<file path="config.mk">
export PLATFORM = sky130hd
export DESIGN_NAME = scdc_top
export DESIGN_NICKNAME = d
export VERILOG_FILES = /design/src/logic/scdc_pkg.sv /design/src/logic/scdc_mode_decode.sv /design/src/logic/scdc_sync2.sv /design/src/logic/scdc_top.sv
export SDC_FILE = /design/constraint.sdc
export NUM_CORES = 1
export LEC_CHECK = 0
export ABC_AREA = 0
export BUFFER_PORTS_ARGS = -buffer_cell sky130_fd_sc_hd__buf_2
export CAP_MARGIN = 15
export CORE_AREA = 5 5 112 167
export CTS_CLUSTER_SIZE = 28
export DETAILED_ROUTE_END_ITERATION = 10
export DIE_AREA = 0 0 117 172
export MAX_ROUTING_LAYER = met4
export PLACE_DENSITY = 0.74
export SYNTH_ARGS = -nofsm -noshare
export SYNTH_HDL_FRONTEND = slang
export SYNTH_SLANG_ARGS = --single-unit
</file>
<file path="constraint.sdc">
create_clock -name mclk -period 12 [get_ports mclk]
set_input_delay 1.2 -clock mclk [delete_from_list [all_inputs] [get_ports mclk]]
set_output_delay 1.2 -clock mclk [all_outputs]
set_load 0.1 [all_outputs]
</file>
<file path="src/logic/scdc_pkg.sv">
package scdc_pkg;
  // register offsets (byte addresses on the plain port)
  localparam logic [15:0] ADDR_MODE = 16'h0110;
  localparam logic [15:0] ADDR_SFINE = 16'h0111;
  localparam logic [15:0] ADDR_FINE = 16'h0112;
  localparam logic [15:0] ADDR_STATUS = 16'h011b;
  localparam logic [15:0] ADDR_SYNC_CTRL = 16'h010a;
  localparam logic [15:0] ADDR_DIV_OFFSET = 16'h010b;
  localparam logic [15:0] ADDR_PHASE = 16'h0129;
  // field layout
  localparam int MODE_W = 3;
  localparam int STEP_W = 8;
  localparam int PHASE_W = 4;
  localparam int ALIGN_EN_BIT = 7;
  localparam int NEG_SKEW_LSB = 2;
  localparam int POS_SKEW_LSB = 0;
  localparam int CLK_DET_BIT = 0;
  // reset values
  localparam logic [2:0] MODE_RST = 3'h0;
  localparam logic [7:0] SFINE_RST = 8'h00;
  localparam logic [7:0] FINE_RST = 8'hc0;
  localparam logic [7:0] SYNC_CTRL_RST = 8'h00;
  localparam logic [3:0] PHASE_RST = 4'h0;
  // step limits
  localparam logic [7:0] FINE_MAX_FULL = 8'hc0;
  localparam logic [7:0] FINE_MAX_RESTR = 8'h10;
  localparam logic [7:0] SFINE_MAX = 8'h80;
  // step sizes in femtoseconds
  localparam int FINE_STEP_FS = 1725;
  localparam int SFINE_STEP_FS = 250;
  // delay modes, one-hot decoded from the 3-bit field
  typedef enum logic [4:0] {
    SCDC_OFF = 5'h01,
    SCDC_FINE_LIM = 5'h02,
    SCDC_FINE_LJ = 5'h04,
    SCDC_FINE_FULL = 5'h08,
    SCDC_FINE_SFINE = 5'h10
  } scdc_mode_t;
  localparam logic [2:0] MODE_NONE = 3'h0;
  localparam logic [2:0] MODE_FINE16 = 3'h2;
  localparam logic [2:0] MODE_FINE16_LJ = 3'h3;
  localparam logic [2:0] MODE_FINE192 = 3'h4;
  localparam logic [2:0] MODE_BOTH = 3'h6;
endpackage

</file>
<file path="src/logic/scdc_mode_decode.sv">
`timescale 1ns/1ps
// turns the raw mode field and step counts into the steps actually applied
module scdc_mode_decode (
  // settings
  input wire logic [2:0] mode,
  input wire logic [7:0] fine_steps,
  input wire logic [7:0] sfine_steps,
  // applied delay
  output scdc_pkg::scdc_mode_t mode_oh,
  output logic [7:0] fine_applied,
  output logic [7:0] sfine_applied,
  output logic mode_reserved,
  output logic range_error
);
  always_comb begin
    mode_oh = scdc_pkg::SCDC_OFF;
    fine_applied = 8'h00;
    sfine_applied = 8'h00;
    mode_reserved = 1'b0;
    range_error = 1'b0;
    case (mode)
      scdc_pkg::MODE_NONE: begin
        mode_oh = scdc_pkg::SCDC_OFF;
      end
      scdc_pkg::MODE_FINE16: begin
        mode_oh = scdc_pkg::SCDC_FINE_LIM;
        fine_applied = fine_steps;
        sfine_applied = sfine_steps;
        range_error = (fine_steps > scdc_pkg::FINE_MAX_RESTR)
          || (sfine_steps > scdc_pkg::SFINE_MAX);
      end
      scdc_pkg::MODE_FINE16_LJ: begin
        mode_oh = scdc_pkg::SCDC_FINE_LJ;
        fine_applied = fine_steps;
        range_error = fine_steps > scdc_pkg::FINE_MAX_RESTR;
      end
      scdc_pkg::MODE_FINE192: begin
        mode_oh = scdc_pkg::SCDC_FINE_FULL;
        fine_applied = fine_steps;
        range_error = fine_steps > scdc_pkg::FINE_MAX_FULL;
      end
      scdc_pkg::MODE_BOTH: begin
        mode_oh = scdc_pkg::SCDC_FINE_SFINE;
        fine_applied = fine_steps;
        sfine_applied = sfine_steps;
        range_error = (fine_steps > scdc_pkg::FINE_MAX_FULL)
          || (sfine_steps > scdc_pkg::SFINE_MAX);
      end
      default: begin
        // reserved codes: safest is to apply no delay
        mode_reserved = 1'b1;
      end
    endcase
  end
endmodule

</file>
<file path="src/logic/scdc_sync2.sv">
`timescale 1ns/1ps
// two-flop synchroniser for pin-level status
module scdc_sync2 #(
  parameter int WIDTH = 1
) (
  // clock and reset
  input wire logic mclk,
  input wire logic rst,
  // data
  input wire logic [WIDTH-1:0] din,
  output logic [WIDTH-1:0] dout
);
  logic [WIDTH-1:0] meta_q;
  // first stage is read only by the second
  always_ff @(posedge mclk) begin
    if (rst) begin
      meta_q <= '0;
      dout <= '0;
    end else begin
      meta_q <= din;
      dout <= meta_q;
    end
  end
endmodule

</file>
<file path="src/logic/scdc_top.sv">
`timescale 1ns/1ps
module scdc_top (
  // clock and reset
  input wire logic mclk,
  input wire logic rst,
  // register port
  input wire logic [15:0] addr,
  input wire logic [7:0] wdata,
  input wire logic wr,
  input wire logic rd,
  output logic [7:0] rdata,
  // status pins from the analog side
  input wire logic clk_detect,
  input wire logic [3:0] captured_phase,
  // delay line controls
  output logic [7:0] fine_delay,
  output logic [7:0] superfine_delay,
  output logic [4:0] delay_mode,
  output logic [15:0] delay_fs,
  output logic mode_reserved,
  output logic range_error
);
  logic [2:0] mode_q;
  logic [7:0] sfine_q;
  logic [7:0] fine_q;
  logic [7:0] sync_ctrl_q;
  logic [3:0] phase_q;
  logic [3:0] offset_q;
  logic [3:0] offset_d;
  logic clk_det_s;
  logic [3:0] cap_phase_s;
  scdc_pkg::scdc_mode_t mode_oh;
  logic [7:0] fine_app;
  logic [7:0] sfine_app;
  logic res_c;
  logic rng_c;
  logic [15:0] delay_d;

  // write decode shared between processes
  function automatic logic hit(input logic [15:0] a, input logic [15:0] o);
    hit = (a == o);
  endfunction

  // pins cross into mclk through two flops
  scdc_sync2 #(.WIDTH(1)) u_sync_det (
    .mclk(mclk),
    .rst(rst),
    .din(clk_detect),
    .dout(clk_det_s)
  );
  scdc_sync2 #(.WIDTH(4)) u_sync_phase (
    .mclk(mclk),
    .rst(rst),
    .din(captured_phase),
    .dout(cap_phase_s)
  );

  // mode field, upper bits never stored
  always_ff @(posedge mclk) begin
    if (rst) begin
      mode_q <= scdc_pkg::MODE_RST;
    end else if (wr && hit(addr, scdc_pkg::ADDR_MODE)) begin
      mode_q <= wdata[2:0];
    end
  end

  // step counts stored as written; range is software's job
  always_ff @(posedge mclk) begin
    if (rst) begin
      sfine_q <= scdc_pkg::SFINE_RST;
      fine_q <= scdc_pkg::FINE_RST;
    end else begin
      if (wr && hit(addr, scdc_pkg::ADDR_SFINE)) begin
        sfine_q <= wdata;
      end
      if (wr && hit(addr, scdc_pkg::ADDR_FINE)) begin
        fine_q <= wdata;
      end
    end
  end

  // sysref alignment control and phase register
  always_ff @(posedge mclk) begin
    if (rst) begin
      sync_ctrl_q <= scdc_pkg::SYNC_CTRL_RST;
      phase_q <= scdc_pkg::PHASE_RST;
    end else begin
      if (wr && hit(addr, scdc_pkg::ADDR_SYNC_CTRL)) begin
        sync_ctrl_q <= wdata;
      end
      if (wr && hit(addr, scdc_pkg::ADDR_PHASE)) begin
        phase_q <= wdata[3:0];
      end
    end
  end

  // divider offset status selection
  always_comb begin
    offset_d = 4'h0;
    if (sync_ctrl_q[scdc_pkg::ALIGN_EN_BIT]) begin
      if (sync_ctrl_q[3:0] == 4'h0) begin
        offset_d = phase_q;
      end else begin
        offset_d = cap_phase_s;
      end
    end
  end

  always_ff @(posedge mclk) begin
    if (rst) begin
      offset_q <= 4'h0;
    end else begin
      offset_q <= offset_d;
    end
  end

  scdc_mode_decode u_dec (
    .mode(mode_q),
    .fine_steps(fine_q),
    .sfine_steps(sfine_q),
    .mode_oh(mode_oh),
    .fine_applied(fine_app),
    .sfine_applied(sfine_app),
    .mode_reserved(res_c),
    .range_error(rng_c)
  );

  // total delay in units of 10 fs: fine*1725 fs plus superfine*250 fs
  // dividing by ten keeps the full-range sum (363200 fs) inside 16 bits
  always_comb begin
    delay_d = 16'((32'(fine_app) * 32'(scdc_pkg::FINE_STEP_FS)
      + 32'(sfine_app) * 32'(scdc_pkg::SFINE_STEP_FS)) / 32'd10);
  end

  // registered controls toward the delay line
  always_ff @(posedge mclk) begin
    if (rst) begin
      fine_delay <= 8'h00;
      superfine_delay <= 8'h00;
      delay_mode <= 5'h01;
      delay_fs <= 16'h0000;
      mode_reserved <= 1'b0;
      range_error <= 1'b0;
    end else begin
      fine_delay <= fine_app;
      superfine_delay <= sfine_app;
      delay_mode <= mode_oh;
      delay_fs <= delay_d;
      mode_reserved <= res_c;
      range_error <= rng_c;
    end
  end

  // read data one cycle after the strobe, zero otherwise
  always_ff @(posedge mclk) begin
    if (rst) begin
      rdata <= 8'h00;
    end else if (rd) begin
      case (addr)
        scdc_pkg::ADDR_MODE: rdata <= {5'h00, mode_q};
        scdc_pkg::ADDR_SFINE: rdata <= sfine_q;
        scdc_pkg::ADDR_FINE: rdata <= fine_q;
        scdc_pkg::ADDR_STATUS: rdata <= {7'h00, clk_det_s};
        scdc_pkg::ADDR_SYNC_CTRL: rdata <= sync_ctrl_q;
        scdc_pkg::ADDR_DIV_OFFSET: rdata <= {4'h0, offset_q};
        scdc_pkg::ADDR_PHASE: rdata <= {4'h0, phase_q};
        default: rdata <= 8'h00;
      endcase
    end else begin
      rdata <= 8'h00;
    end
  end
endmodule

</file>
==> impl_metrics.tcl <==
set metrics [dict create \
    status "complete, but fails checks" \
    failed_checks "negative setup slack" \
    max_slew.worst_pin.slew_ps 1110 \
    internal-power_uw 462 \
    drtIter0Drc 721 \
    post_dp_cell_area_mm2 0.0109 \
    grt_max_degree 64 \
    gp_congestion 0.987 \
    avgSynthCellArea_um2 8.44 \
    ant_nets 0 \
    hold_path.class "flop to flop" \
    antenna_found_initial 0 \
    endpoint_kind "flop" \
    fin_skew_ps 16.3 \
    cts_hold_buf 0 \
    placed_cells 1497 \
    combPwrFrac_pct 2.7 \
    cts.reportedPaths.clkPinSlew_ps 80 \
    rsz0062_at_grt "yes" \
    die_h_um 172 \
    synth_mux_area_share_pct 3.58 \
    cp-start-kind "flop" \
    ys_async_sr_fraction_pct 0 \
    path_class "flop to flop" \
    routed_wl_mm 30.3 \
    synth_simple_gate_area_share_pct 19.2 \
    fmax_mhz 81.4 \
    synth_area_mm2 0.00938 \
    io_buffers 79 \
    syn_to_final_growth_pct 36.8 \
    num_vias 9637 \
    grtUsageTotal_pct 28.8 \
    required_ps 12220 \
    cts_inserted_buffers 9 \
    clock-sinks 92 \
    drt-wirelength-per-cell_um 19.2 \
    synth_nets 1293 \
    post-route-min-period_ps 12290 \
    start_util_pct 54.8 \
    io-pin-count 80 \
    routed_via_density 6.13 \
    yosys_warnings 0 \
    crit_slowest_cell "fa_1" \
    switchingPower_uw 160 \
    clkPwrFrac_pct 48.0 \
    synthAdderAreaFrac_pct 25.1 \
    rows 59 \
    post_route_cells_drive_above_1_share_pct 36.1 \
    synth-compound-area-share_pct 20.1 \
    grt_pass1_wl_mm 45.0 \
    grt_pass1_vias 9501 \
    drv_slew 0 \
    finalCritPeriodShare_pct 102 \
    cp_data_arrival_time_ps 12510 \
    insertion_delay_ps 360 \
    fillers 1151 \
    grt-ovfl-total 0 \
    cts.path.max_buffers 2 \
    cpPeakStageDelay_ps 590 \
    setup_viol 2 \
    ys_seq_elements 92 \
    drt_pass1_iterations 6 \
    die_w_um 117 \
    fin_cells 1572 \
    swShare_pct 25.8 \
    p_per_area_mw_per_mm2 48.5 \
    ctsRootBufferMaster "clkbuf_16" \
    cts-htree-levels 3 \
    leakage_uw 0.00599 \
    synth_top_family_by_area "adder cells" \
    layout_setup_ws_ps -288 \
    synth_edf_count 0 \
    synth_cell_types 98 \
    core_mm2 0.0171 \
    finalHoldViolCount 0 \
    final_area_mm2 0.0128 \
    seq_area_frac_synth_pct 19.6 \
    diodes 0 \
    slew_headroom_pct 25.3 \
    drv_cap 0 \
    crit_fanout 7 \
    synth_flop_cell "dfxtp_1" \
    drcViolationCount 0 \
    synth_cells 1111 \
    synthXorXnorAreaFrac_pct 4.19 \
    seq_power_share_pct 49.3 \
    nNetsFinal 1536 \
    tritoncts "done" \
    cpMostUsedCell "buf_4" \
    die_area_mm2 0.0201 \
    dp_hpwl_mm 20.8 \
    vdd_drop_max_mv 0.131 \
]
-- cells in the final DEF (no fill, tap or decap), drive strengths merged, types with 10 or more instances in the layout --
cell type and count:
a211oi 10, a21o 12, a21oi 75, a31oi 12
and2 18, and3 24, buf 289, dfxtp 92
fa 63, ha 86, inv 137, mux2 12
mux2i 20, nand2 114, nand3 33, nor2 71
nor2b 20, nor3 21, nor4 16, o21ai 35
xnor2 29, xor2 15
-- cell type report --
type	instances	area, um^2	area share, %
inverters	133	504	3.93
clock inverters	7	75.1	0.585
flip-flops and latches	92	1840	14.4
repair buffers	289	2070	16.1
multi-input cells	829	7850	61.2
well taps	213	267	2.08
clock buffers	9	225	1.76
-- cell families (layout without fill, tap and decap cells) --
logic type               after synthesis  count (layout)
AO/OA/AOI/OAI                        244             244
adder cells (fa/ha/maj)              151             151
buffers and inverters                190             438
flip-flops                            92              92
multiplexers                          32              32
XOR/XNOR                              44              44
AND/OR/NAND/NOR                      358             358
-- power by group through the flow --
stage | Combinational, uW | Sequential [uW] | Clock, uW
global route | 17.8 | 307 | 313
global placement | 16.0 | 314 | 0
finish | 16.6 | 307 | 299
floorplan | 7.41 | 314 | 0
CTS | 16.3 | 307 | 298
detailed placement | 16.3 | 314 | 0
-- worst max-delay path, delay by kind of cell (launching register included) --
family,cells,cell delay (ps)
compound gates,19,3850
fa+ha+maj,9,3710
buf+inv,14,1870
simple gates,8,1470
mux,2,600
flops,1,340
xor+xnor,2,320
-- synthesized netlist by cell type (all sizes together) (5+ instances only) --
library cell    n  area share (%)
or3             6            0.51
o211ai          9            0.72
nor2b          20             1.3
and4            5            0.47
nor2           71             2.9
a31oi          12            0.96
a222oi          7            0.75
o2111ai         5            0.47
o22ai           6            0.40
o21ai          35             2.0
nand4           9            0.60
and3           24             1.6
nor3           21             1.4
ha             86              11
fa             63              13
mux2i          20             2.1
and2           18             1.2
a211oi         10            0.91
nor4           16             1.2
clkbuf         37             1.5
nand2         114             4.6
buf            20             1.3
a221oi          6            0.81
mux2           12             1.4
xor2           15             1.5
xnor2          29             2.7
nand2b          5            0.33
o311ai          5            0.71
inv           132             5.3
a21oi          75             4.4
dfxtp          92              20
nand3          33             1.8
a21o           12            0.96
-- worst paths after layout --
| check | end | startpoint | slack, ps | depth (start not counted) |
|---|---|---|---|---|
| max | delay_fs[0]$_SDFF_PP0_ | mode_q[1]$_SDFFE_PP0P_ | -290 | 54 |
| min | u_sync_phase.dout[3]$_SDFF_PP0_ | u_sync_phase.meta_q[3]$_SDFF_PP0_ | 440 | 1 |
| max reg2reg | delay_fs[0]$_SDFF_PP0_ | mode_q[1]$_SDFFE_PP0P_ | -290 | 54 |
| min reg2reg | u_sync_phase.dout[3]$_SDFF_PP0_ | u_sync_phase.meta_q[3]$_SDFF_PP0_ | 440 | 1 |
-- state kept, by name (all words and copies together) (netlist names), 5 cells and up --
register	flops
sync_ctrl_q	8
delay_mode	5
delay_fs	16
superfine_delay	8
rdata	8
fine_delay	8
fine_q	8
sfine_q	8
-- layer usage --
| metal | track usage, % | vias to the layer above | part of all wire (%) | wire length (um) |
|---|---|---|---|---|
| met3 | 3.75 | 203 | 5.6 | 1700 |
| met1 | 27.2 | 4567 | 33 | 9900 |
| met2 | 54.6 | 481 | 54 | 16300 |
| met5 | - | - | 0 | 0 |
| li1 | - | 4386 | - | - |
| met4 | 16.6 | 0 | 7.7 | 2320 |
-- stage by stage --
step | hold slack, ps | setup TNS [ps] | total power, uW | utilization, % | setup slack (ps)
after detailed placement | 422 | -1970 | 330 | 63.8 | -774
after CTS | 445 | 0 | 621 | 69.7 | 4.10
after global routing | 470 | -1520 | 638 | 74.9 | -662
final | 444 | -442 | 622 | 74.9 | -288
after floorplan | 414 | 0 | 321 | - | 21.4
after global placement | 416 | -746 | 330 | 63.8 | -468
-- timing repair --
item                       4_1_cts  5_1_grt
setup endpoints to repair        4        4
gates resized for setup        114      109
pin swaps                       55       95
buffers inserted                17       41
gates cloned                     0        1
(Power assumes the default switching activity.)
